## src/logic/stc_pkg.sv

```systemverilog
/*
  Package for the 16-bit timer/counter: register map, control field layout,
  reset values and prescale codes.
  Assumes an Avalon-MM slave with 32-bit data and byte addresses.
*/
`default_nettype none
package stc_pkg;
  // ****************************************************************
  // Register map (byte addresses, one word each)
  // ****************************************************************
  localparam logic [7:0] STC_OFS_CONTROL = 8'h10;
  localparam logic [7:0] STC_OFS_COUNT_LOW = 8'h14;
  localparam logic [7:0] STC_OFS_COUNT_HIGH = 8'h18;
  localparam logic [7:0] STC_OFS_IRQ = 8'h1c;
  // ****************************************************************
  // Control fields
  // ****************************************************************
  localparam int STC_BIT_RUN = 0;
  localparam int STC_BIT_SRC = 1;
  localparam int STC_BIT_SYNC_N = 2;
  localparam int STC_BIT_OSC_EN = 3;
  localparam int STC_BIT_PS_LO = 4;
  localparam int STC_BIT_PS_HI = 5;
  localparam logic [5:0] STC_CONTROL_MASK = 6'h3f;
  localparam logic [5:0] STC_CONTROL_RESET = 6'h00;
  // Interrupt word: bit 0 flag (write 1 clears), bit 1 enable
  localparam int STC_BIT_IRQ_FLAG = 0;
  localparam int STC_BIT_IRQ_EN = 1;
  // ****************************************************************
  // Counter constants
  // ****************************************************************
  localparam logic [15:0] STC_COUNT_ZERO = 16'h0000;
  localparam logic [15:0] STC_COUNT_MAX = 16'hffff;
  localparam logic [2:0] STC_PS_ZERO = 3'h0;
  localparam logic [1:0] STC_PS_DIV1 = 2'h0;
  localparam logic [1:0] STC_PS_DIV2 = 2'h1;
  localparam logic [1:0] STC_PS_DIV4 = 2'h2;
  localparam logic [1:0] STC_PS_DIV8 = 2'h3;
  typedef enum logic [1:0] {
    STC_BUS_IDLE = 2'b01,
    STC_BUS_ACK = 2'b10
  } stc_bus_e;
endpackage : stc_pkg
`default_nettype wire

```

## src/logic/stc_edge_if.sv

```systemverilog
/*
  Interface between the timer top and its edge qualifier.
  Assumes both ends run on the same system clock.
*/
`timescale 1ns/1ps
`default_nettype none
interface stc_edge_if;
  logic pin;
  logic arm;
  logic rise;
  modport qual (input pin, input arm, output rise);
  modport user (output pin, output arm, input rise);
endinterface : stc_edge_if
`default_nettype wire

```

## src/logic/stc_edge_qual.sv

```systemverilog
/*
  Edge qualifier: reports rising edges of the selected count pin, but only
  after a falling edge has been seen since it was armed.
  Assumes the pin is already synchronous to clk_sys_i.
*/
`timescale 1ns/1ps
`default_nettype none
module stc_edge_qual
  import stc_pkg::*;
(
  // Clock and reset
  input wire logic clk_sys_i,
  input wire logic rst_i,
  // Edge link
  stc_edge_if.qual eif
);
  typedef struct packed {
    logic prev;
    logic seen_fall;
  } stc_eq_s;
  stc_eq_s st_ff;
  stc_eq_s nxt_st;

  always_comb
  begin
    nxt_st = st_ff;
    nxt_st.prev = eif.pin;
    if (!eif.arm)
    begin
      nxt_st.seen_fall = 1'b0;
    end
    else if (st_ff.prev && !eif.pin)
    begin
      nxt_st.seen_fall = 1'b1;
    end
  end

  // First counted rise is the one after the first fall
  assign eif.rise = eif.arm && st_ff.seen_fall && !st_ff.prev && eif.pin;

  always_ff @(posedge clk_sys_i or posedge rst_i)
  begin
    if (rst_i)
    begin
      st_ff <= '0;
    end
    else
    begin
      st_ff <= nxt_st;
    end
  end
endmodule : stc_edge_qual
`default_nettype wire

```

## src/logic/stc_timer.sv

```systemverilog
/*
  16-bit timer/counter with 3-bit prescaler, overflow flag and mask,
  compare-unit clear and crystal pin control, on an Avalon-MM slave.
  Assumes external pins are synchronous to clk_sys_i and that the
  instruction-cycle tick is a one-cycle pulse from the core.
*/
// Notes on behaviour
// - Counter counts up, wraps ffff to 0000, and each wrap sets overflow flag.
// - Interrupt request is overflow flag gated by its enable bit.
// - Control bit 1 picks external counter (1) or internal timer (0).
// - Timer mode advances once per instruction cycle after prescale.
// - Counting only while run enable bit 0 is set; otherwise hold.
// - Prescale bits 5:4 select divide by 1, 2, 4 or 8.
// - Crystal enable forces both oscillator pins to inputs, ignoring direction bits.
// - Sync control bit 2 is ignored in timer mode.
// - Counter mode takes edges from oscillator input if crystal enabled, else clock pin.
// - Sync active-low: sync happens after prescaler; prescaler is a plain counter.
// - Synchronized counter mode in sleep: counter stops, prescaler keeps counting.
// - Unsynchronized mode counts in sleep; overflow sets flag and, with irq enable set, wakes core.
// - No valid time base for compare units in unsynchronized mode.
// - Reading either byte half always returns a coherent value.
// - Compare-unit reset input clears the counter.
// - A software counter write beats a simultaneous compare clear.
`timescale 1ns/1ps
`default_nettype none
module stc_timer
  import stc_pkg::*;
#(
  parameter int COUNT_W = 16
)
(
  // Clock and reset
  input wire logic clk_sys_i,
  input wire logic rst_i,
  // Avalon-MM slave
  input wire logic [7:0] avs_address_i,
  input wire logic avs_read_i,
  input wire logic avs_write_i,
  input wire logic [31:0] avs_writedata_i,
  input wire logic [3:0] avs_byteenable_i,
  output logic [31:0] avs_readdata_o,
  output logic avs_waitrequest_o,
  // Core side
  input wire logic instr_tick_i,
  input wire logic sleep_i,
  input wire logic compare_clear_i,
  input wire logic [1:0] port_direction_bits_i,
  // Pins
  input wire logic ext_count_pin_i,
  input wire logic osc_input_pin_i,
  output logic [1:0] osc_pin_input_only_o,
  // Events
  output logic overflow_irq_o,
  output logic wake_o,
  output logic time_base_valid_o,
  output logic [COUNT_W-1:0] count_o
);
  // ****************************************************************
  // State
  // ****************************************************************
  typedef struct packed {
    stc_bus_e bus;
    logic [31:0] rdata;
    logic [5:0] control;
    logic flag;
    logic irq_en;
    logic [COUNT_W-1:0] count;
    logic [2:0] ps;
  } stc_top_s;
  stc_top_s st_ff;
  stc_top_s nxt_st;

  stc_edge_if eif ();

  logic run;
  logic ext_mode;
  logic sync_n;
  logic osc_en;
  logic [1:0] ps_sel;
  logic src_edge;
  logic [2:0] ps_inc;
  logic ps_out;
  logic tick;
  logic wr_low;
  logic wr_high;
  logic wr_ctl;
  logic wr_irq;
  logic wrap;
  logic [31:0] rd_mux;

  assign run = st_ff.control[STC_BIT_RUN];
  assign ext_mode = st_ff.control[STC_BIT_SRC];
  assign sync_n = st_ff.control[STC_BIT_SYNC_N];
  assign osc_en = st_ff.control[STC_BIT_OSC_EN];
  assign ps_sel = st_ff.control[STC_BIT_PS_HI:STC_BIT_PS_LO];

  // ****************************************************************
  // Input edge selection
  // ****************************************************************
  assign eif.pin = osc_en ? osc_input_pin_i : ext_count_pin_i;
  assign eif.arm = ext_mode;

  stc_edge_qual u_edge (
    .clk_sys_i (clk_sys_i),
    .rst_i (rst_i),
    .eif (eif)
  );

  // Timer mode uses the instruction tick and never looks at sync
  assign src_edge = run && (ext_mode ? eif.rise : instr_tick_i);

  // ****************************************************************
  // Prescaler
  // ****************************************************************
  assign ps_inc = st_ff.ps + 3'h1;

  always_comb
  begin
    unique case (ps_sel)
      STC_PS_DIV1: ps_out = src_edge;
      STC_PS_DIV2: ps_out = src_edge && st_ff.ps[0];
      STC_PS_DIV4: ps_out = src_edge && (st_ff.ps[1:0] == 2'h3);
      STC_PS_DIV8: ps_out = src_edge && (st_ff.ps == 3'h7);
    endcase
  end

  // Synchronized external counting stalls in sleep; prescaler runs on
  // Unsynchronized mode keeps counting through sleep
  assign tick = ps_out && !(ext_mode && !sync_n && sleep_i);

  // ****************************************************************
  // Bus decode
  // ****************************************************************
  assign wr_ctl = avs_write_i && st_ff.bus == STC_BUS_IDLE
    && avs_address_i == STC_OFS_CONTROL && avs_byteenable_i[0];
  assign wr_low = avs_write_i && st_ff.bus == STC_BUS_IDLE
    && avs_address_i == STC_OFS_COUNT_LOW && avs_byteenable_i[0];
  assign wr_high = avs_write_i && st_ff.bus == STC_BUS_IDLE
    && avs_address_i == STC_OFS_COUNT_HIGH && avs_byteenable_i[0];
  assign wr_irq = avs_write_i && st_ff.bus == STC_BUS_IDLE
    && avs_address_i == STC_OFS_IRQ && avs_byteenable_i[0];
  assign wrap = tick && st_ff.count == STC_COUNT_MAX;

  // Count lives in the system domain, so byte reads are always coherent
  always_comb
  begin
    rd_mux = 32'h0;
    unique case (avs_address_i)
      STC_OFS_CONTROL: rd_mux = {26'h0, st_ff.control};
      STC_OFS_COUNT_LOW: rd_mux = {24'h0, st_ff.count[7:0]};
      STC_OFS_COUNT_HIGH: rd_mux = {24'h0, st_ff.count[15:8]};
      STC_OFS_IRQ: rd_mux = {30'h0, st_ff.irq_en, st_ff.flag};
      default: rd_mux = 32'h0;
    endcase
  end

  // ****************************************************************
  // Next state
  // ****************************************************************
  always_comb
  begin
    nxt_st = st_ff;
    // One wait cycle per access; data registered for the ack cycle
    unique case (st_ff.bus)
      STC_BUS_IDLE:
      begin
        if (avs_read_i || avs_write_i)
        begin
          nxt_st.bus = STC_BUS_ACK;
          nxt_st.rdata = avs_read_i ? rd_mux : st_ff.rdata;
        end
      end
      STC_BUS_ACK:
      begin
        nxt_st.bus = STC_BUS_IDLE;
      end
      default:
      begin
        nxt_st.bus = STC_BUS_IDLE;
      end
    endcase
    if (wr_ctl)
    begin
      nxt_st.control = avs_writedata_i[5:0] & STC_CONTROL_MASK;
    end
    if (wr_irq)
    begin
      nxt_st.irq_en = avs_writedata_i[STC_BIT_IRQ_EN];
      if (avs_writedata_i[STC_BIT_IRQ_FLAG])
      begin
        nxt_st.flag = 1'b0;
      end
    end
    if (wrap)
    begin
      nxt_st.flag = 1'b1;
    end
    if (src_edge)
    begin
      nxt_st.ps = ps_inc;
    end
    if (tick)
    begin
      nxt_st.count = st_ff.count + 16'h1;
    end
    // A counter write in the same cycle cancels the clear entirely
    if (compare_clear_i && !(wr_low || wr_high))
    begin
      nxt_st.count = STC_COUNT_ZERO;
    end
    // Software write comes last so it beats a concurrent increment
    if (wr_low)
    begin
      nxt_st.count[7:0] = avs_writedata_i[7:0];
    end
    if (wr_high)
    begin
      nxt_st.count[15:8] = avs_writedata_i[7:0];
    end
    if (wr_low || wr_high)
    begin
      nxt_st.ps = STC_PS_ZERO;
    end
  end

  always_ff @(posedge clk_sys_i or posedge rst_i)
  begin
    if (rst_i)
    begin
      st_ff.bus <= STC_BUS_IDLE;
      st_ff.rdata <= 32'h0;
      st_ff.control <= STC_CONTROL_RESET;
      st_ff.flag <= 1'b0;
      st_ff.irq_en <= 1'b0;
      st_ff.count <= STC_COUNT_ZERO;
      st_ff.ps <= STC_PS_ZERO;
    end
    else
    begin
      st_ff <= nxt_st;
    end
  end

  // ****************************************************************
  // Outputs
  // ****************************************************************
  assign avs_waitrequest_o = (avs_read_i || avs_write_i) && st_ff.bus != STC_BUS_ACK;
  assign avs_readdata_o = st_ff.rdata;
  assign overflow_irq_o = st_ff.flag && st_ff.irq_en;
  // Only the unsynchronized path may wake a sleeping core
  assign wake_o = overflow_irq_o && sleep_i && ext_mode && sync_n;
  // Compare units must not trust the count in unsynchronized mode
  assign time_base_valid_o = !(ext_mode && sync_n);
  // Crystal enable makes both pins inputs whatever the direction bits say
  assign osc_pin_input_only_o = osc_en ? 2'h3 : port_direction_bits_i;
  assign count_o = st_ff.count;
endmodule : stc_timer
`default_nettype wire

```

## config.mk

```make
export PLATFORM = sky130hd
export DESIGN_NAME = stc_timer
export DESIGN_NICKNAME = d
export VERILOG_FILES = /design/src/logic/stc_pkg.sv /design/src/logic/stc_edge_if.sv /design/src/logic/stc_edge_qual.sv /design/src/logic/stc_timer.sv
export SDC_FILE = /design/constraint.sdc
export NUM_CORES = 1
export LEC_CHECK = 0
export BUFFER_PORTS_ARGS = -buffer_cell sky130_fd_sc_hd__buf_2
export CAP_MARGIN = 15
export CELL_PAD_IN_SITES_DETAIL_PLACEMENT = 0
export CELL_PAD_IN_SITES_GLOBAL_PLACEMENT = 1
export CORE_ASPECT_RATIO = 1.2
export CORE_MARGIN = 4
export CORE_UTILIZATION = 37
export CTS_BUF_LIST = sky130_fd_sc_hd__clkbuf_2
export DETAILED_ROUTE_END_ITERATION = 7
export PLACE_DENSITY_LB_ADDON = 0.1
export SYNTH_ARGS = -nofsm -noshare
export SYNTH_HDL_FRONTEND = slang
export SYNTH_SLANG_ARGS = --single-unit
```

## constraint.sdc

```tcl
create_clock -name clk_sys_i -period 2.51 [get_ports clk_sys_i]
set_input_delay 0.3765 -clock clk_sys_i [delete_from_list [all_inputs] [get_ports clk_sys_i]]
set_output_delay 0.3765 -clock clk_sys_i [all_outputs]
set_load 0.05 [all_outputs]
```

### After elaboration in Yosys (flattened, before gate mapping)

Cells that the tools add are included.

| cells by class | value |
|---|---|
| add/subtract/negate cells | 2 |
| eq/ne operators | 14 |
| multiplexer cells | 19 |
| reduce and logical (&&, ||, !) cells | 44 |

Operators with widths:

| cell | number |
|---|---|
| two-way mux 34 bit | 1 |
| == test 8 x 5 -> 1 bit (second input constant) | 4 |
| two-way mux 16 bit | 2 |
| two-way mux 32 bit | 1 |
| one-hot mux 8 bit (4 select lines) | 1 |
| logical AND 1 bit | 28 |
| adder 16 x 1 -> 16 bit (second input constant) | 1 |
| == test 16 bit (second input constant) | 1 |
| two-way mux 8 bit | 2 |
| == test 2 bit (second input constant) | 3 |
| logical NOT 1 bit | 6 |
| two-way mux 1 bit | 6 |
| two-way mux 2 bit | 3 |
| two-way mux 3 bit | 2 |
| nonzero test 2 bit | 3 |
| nonzero test 3 bit | 2 |
| == test 2 x 1 -> 1 bit (second input constant) | 2 |
| inequality test 2 x 1 -> 1 bit (second input constant) | 2 |
| one-hot mux 1 bit (4 select lines) | 1 |
| adder 3 x 1 -> 3 bit (second input constant) | 1 |
| == test 3 bit (second input constant) | 1 |
| AND reduction 3 bit | 1 |
| logical NOT 2 bit | 1 |
| logical OR 1 bit | 2 |
| 2 further kinds | 2 |

| word-level totals | value |
|---|---|
| flip-flop bits (word level) | 63 |
| input bits | 55 |
| output and inout bits | 54 |
| logic and storage cells | 89 |

### Depth between registers and ports, before layout

| logic depth | value |
|---|---|
| depth in word-level cells | 11 |
| gate-level depth with buffers | 8 |
| gate-level depth less buffers | 7 |

### Hierarchy

A second synthesis with hierarchy kept.

| unflattened totals | value |
|---|---|
| cells, all modules | 295 |
| area total of the unflattened synthesis | 2,852.7 µm² |

By module, submodules not included:

| module | times used | cells each | area an instance (µm²) | seq. area each (µm²) |
|---|---|---|---|---|
| stc_timer | 1 | 289 | 2,773.9 | 927.1 |
| stc_edge_qual | 1 | 6 | 78.8 | 50.0 |

### Worst setup path after synthesis

Ideal clock, no wire load.

| timing | value |
|---|---|
| kind | input -> register |
| start | in avs_address_i[7] |
| end | reg st_ff, in the netlist eif.arm |
| setup time | 0.125 ns |
| data arrival time | 1.998 ns |
| data required time | 2.385 ns |
| setup slack | 0.387 ns |
| cell stages on the path | 6 |
| buffers on the path | 2 |
| path through | or4_1 > buf_6 > nor4_2 > nor2b_1 > buf_2 > mux2_2 |

| on the way | value |
|---|---|
| word-level cells in the longest chain between the ends | 3 |

Ends and longest elaborated chain:

| element | line | RTL |
|---|---|---|
| start, declared | stc_timer.sv:36 | `input wire logic [7:0] avs_address_i,` |
| == test 8 x 5 -> 1 bit | stc_timer.sv:135 | `&& avs_address_i == STC_OFS_CONTROL && avs_byteenable_i[0];` |
| logical AND 1 bit (2 in series) | stc_timer.sv:135 |  |
| end signal, assigned | stc_timer.sv:240 | `st_ff <= nxt_st;` |
| end, declared | stc_timer.sv:70 | `stc_top_s st_ff;` |

Every way passes these cells.
A chain may end at the register's enable or synchronous reset.

### Final worst setup path

| timing | value |
|---|---|
| start | reg st_ff[0] (netlist name) |
| end | reg st_ff, in the netlist count_o[8] |

| on the way | value |
|---|---|
| word-level cells in the longest chain between the ends | 5 |
| elaborated cells between the ends (all ways) | 8 |
| classes of those cells | eq/ne: 2; mux: 1; reduce/logical: 5 |

Ends and longest elaborated chain:

| element | line | RTL |
|---|---|---|
| == test 3 bit / == test 2 bit (equally long branches) | stc_timer.sv:123, stc_timer.sv:122 |  |
| logical AND 1 bit (on tied branches) | stc_timer.sv:123, stc_timer.sv:122 |  |
| one-hot mux 1 bit (4 select lines) * | stc_timer.sv:119 | `unique case (ps_sel)` |
| logical AND 1 bit * | stc_timer.sv:129 | `assign tick = ps_out && !(ext_mode && !sync_n && sleep_i);` |
| nonzero test 3 bit (no line) * | -- |  |

Mark *: on every way between the ends. The rest lies on a longest branch, timed or not.

==> metrics.csv <==
metric,value,unit
Antenna Cells,0,
met1 Track Usage GR,22.5,%
nets,399,
core area,7320,um2
worst-margin pin slew,0.562,ns
HP Class,in2async,
Root Buffer,clkbuf_2,
peak supply drop,0.000266,V
met3 GRT Util,2.93,%
max_cap viols,0,
reg2reg start,st_ff[0]$_DFFE_PP0P_,
share of layout cells above drive strength 1,28.9,%
final worst clock skew,0.0156,ns
slew margin rel.,62.5,%
Async SR Flop Fraction,100,%
final period utilization,82.5,%
final cell count without fillers,432,
Mapped Cells,305,
Post-synth EDFFs,0,
class of the most critical setup path,reg2reg,
post-synth cell types,57,
Final Hold Viols,0,
Design Power,1.29,mW
mapped cell area,2810,um2
Area growth syn-to-layout,5.83,%
cell row count,34,
grt total ovfl,0,
status,completed,
H-tree depth,2,
Vias,2243,
Fin Setup TNS,0,ns
clock sink count,39,
yosys warns,0,
CP Launch Point,st_ff[0]$_DFFE_PP0P_,
fin area,2970,um2
post-layout min period,2.07,ns
fill cell count,788,
detailed router's first-iteration violation count,79,
"Seq/Total Area, Yosys",34.8,%
fmax,483,MHz
"Top FF cell, synth",dfrtp_1,
placed cells,424,
Avg WL per Cell,16.7,um
Tot GR Track Use,16.7,%
Post-CTS Setup Bufs,0,
vias per cell,5.19,
largest net degree at the start of global routing,40,
DRC,0,
DP HPWL,5550,um
CTS tree,built,
final core occ,40.6,%
die width,87.6,um
DR pass1 iterations,6,
vias in the first global route,2175,
routability cong.,0.830,
critical-path maximum fanout,10,
placed cell areas,2940,um2
average size of a mapped cell,9.21,um2
# setup viols final,0,
critical path arrival,2.38,ns
Final ANT Viol Nets,0,
boundary pin count,109,
"FF+latch count, synth",39,
initial antenna violation count,0,
initial cell density of the core,38.4,%
total CTS buffers,5,
clk_lat worst skew,0.39,ns
RSZ-0062 raised after global routing,false,
final WL,7230,um
die height,103,um
pwr/cell area,434,nW/um2
GR Util met2,27.9,%
Critical Path Sink Type,flip-flop,
Final Max Tran Viols,0,
post_cts resized,0,
hold_buf cts,0,
CP required,2.82,ns
IO Port Bufs,57,
"CTS clk-pin slew, worst paths",0.21,ns
gr busiest metal,met2,
leakage,1.41,nW
first-pass GRT wire length,11700,um
clk buf depth,2,
Die Area,9060,um2
CP startpoint kind,flip-flop,
synthesized netlist by cell type, types with 2 or more instances:
cell type  number  area [um2]
inv_1          11        41.3
a22o_1          3        26.3
buf_6           2        22.5
mux4_2          2        45.0
a221oi_1        2        17.5
buf_4          49         368
and2_1          3        18.8
o22ai_1         2        12.5
clkbuf_1        5        18.8
o31ai_1         6        45.0
nand3_1         8        40.0
dfrtp_1        38         951
o21ai_0        11        55.1
nor4_2          3        37.5
ha_1            3        37.5
or2_2           4        25.0
and3_1          2        12.5
a211oi_1        2        15.0
nor2b_1         5        31.3
mux2i_1         8        80.1
nand4_1         3        18.8
a2bb2oi_2       2        30.0
mux2_2          7        78.8
a2bb2oi_1      10        87.6
nand2b_1        4        25.0
nor3_1          3        15.0
a22oi_1         8        60.1
a21oi_1        16        80.1
nand2_1        37         139
o41ai_1         2        17.5
buf_2           3        15.0
nor2_1         16        60.1
area by class of cell:
class                   instances  area (um2)  area share [%]
clock buffers                   6        30.0            1.01
clock inverters                 2        7.51           0.252
inverters                      11        41.3            1.39
multi-input cells             217        1450            48.6
flip-flops and latches         39         977            32.9
well taps                      90         113            3.79
repair buffers                 67         360            12.1
report_power, final:
group | total [mW] | switching [mW] | internal, mW
logic | 0.324 | 0.242 | 0.0825
registers | 0.689 | 0.0285 | 0.660
clock network | 0.278 | 0.211 | 0.0672
logic make-up after synthesis:
family / share of synthesized area (%)
AO/OA/AOI/OAI: 22.2
XOR/XNOR: 0.312
adder cells (fa/ha/maj): 1.34
buffers and inverters: 16.9
flip-flops: 34.8
multiplexers: 7.26
other: 0.133
AND/OR/NAND/NOR: 17.1
layer usage:
layer	up-vias	part of all wire, %
li1	1094	-
met4	0	1.2
met5	-	0
met2	72	49
met3	8	5.8
met1	1069	44
final timing paths:
kind	end	slack [ns]	cells after the start
max	count_o[8]$_DFFE_PP0P_	0.44	7
max reg2reg	count_o[8]$_DFFE_PP0P_	0.44	7
min in group clk_sys_i	count_o[7]$_DFFE_PP0P_	0.22	3
min	count_o[5]$_DFFE_PP0P_	0.08	3
max in group asynchronous	st_ff[59]$_DFFE_PP1P_	2.07	3
min reg2reg	avs_readdata_o[6]$_DFFE_PP0P_	0.50	2
layout by cell type, fill, tap and decap left out, drive strengths merged, types with 11 or more instances in the layout:
cell type and count:
a21oi 16, a2bb2oi 12, buf 67, conb 24, dfrtp 38, inv 11, nand2 37, nor2 16
o21ai 11
flip-flops by register name (all words and copies together) (netlist names):
name and count:
st_ff 8, ps_sel 2, count_o 16, eif.arm 1
run 1, osc_en 1, avs_readdata_o 8, u_edge.st_ff 2
critical path, cell delays in order (launching register included):
cell      delay (ns)
dfrtp_1         0.44
ha_1            0.21
ha_1            0.16
mux2i_1         0.06
a221oi_1        0.28
and2_1          0.44
a41o_1          0.25
o2bb2a_4        0.15
per-stage QoR:
stage / worst slack, ns / hold WS [ns]
after global routing: 0.274 / 0.0903
after detailed placement: 0.0330 / 0.465
after global placement: 0.0692 / 0.463
final: 0.439 / 0.0759
after floorplan: 0.387 / 0.450
after CTS: 0.399 / 0.0731
No activity file was read; power rests on OpenSTA's default activity.
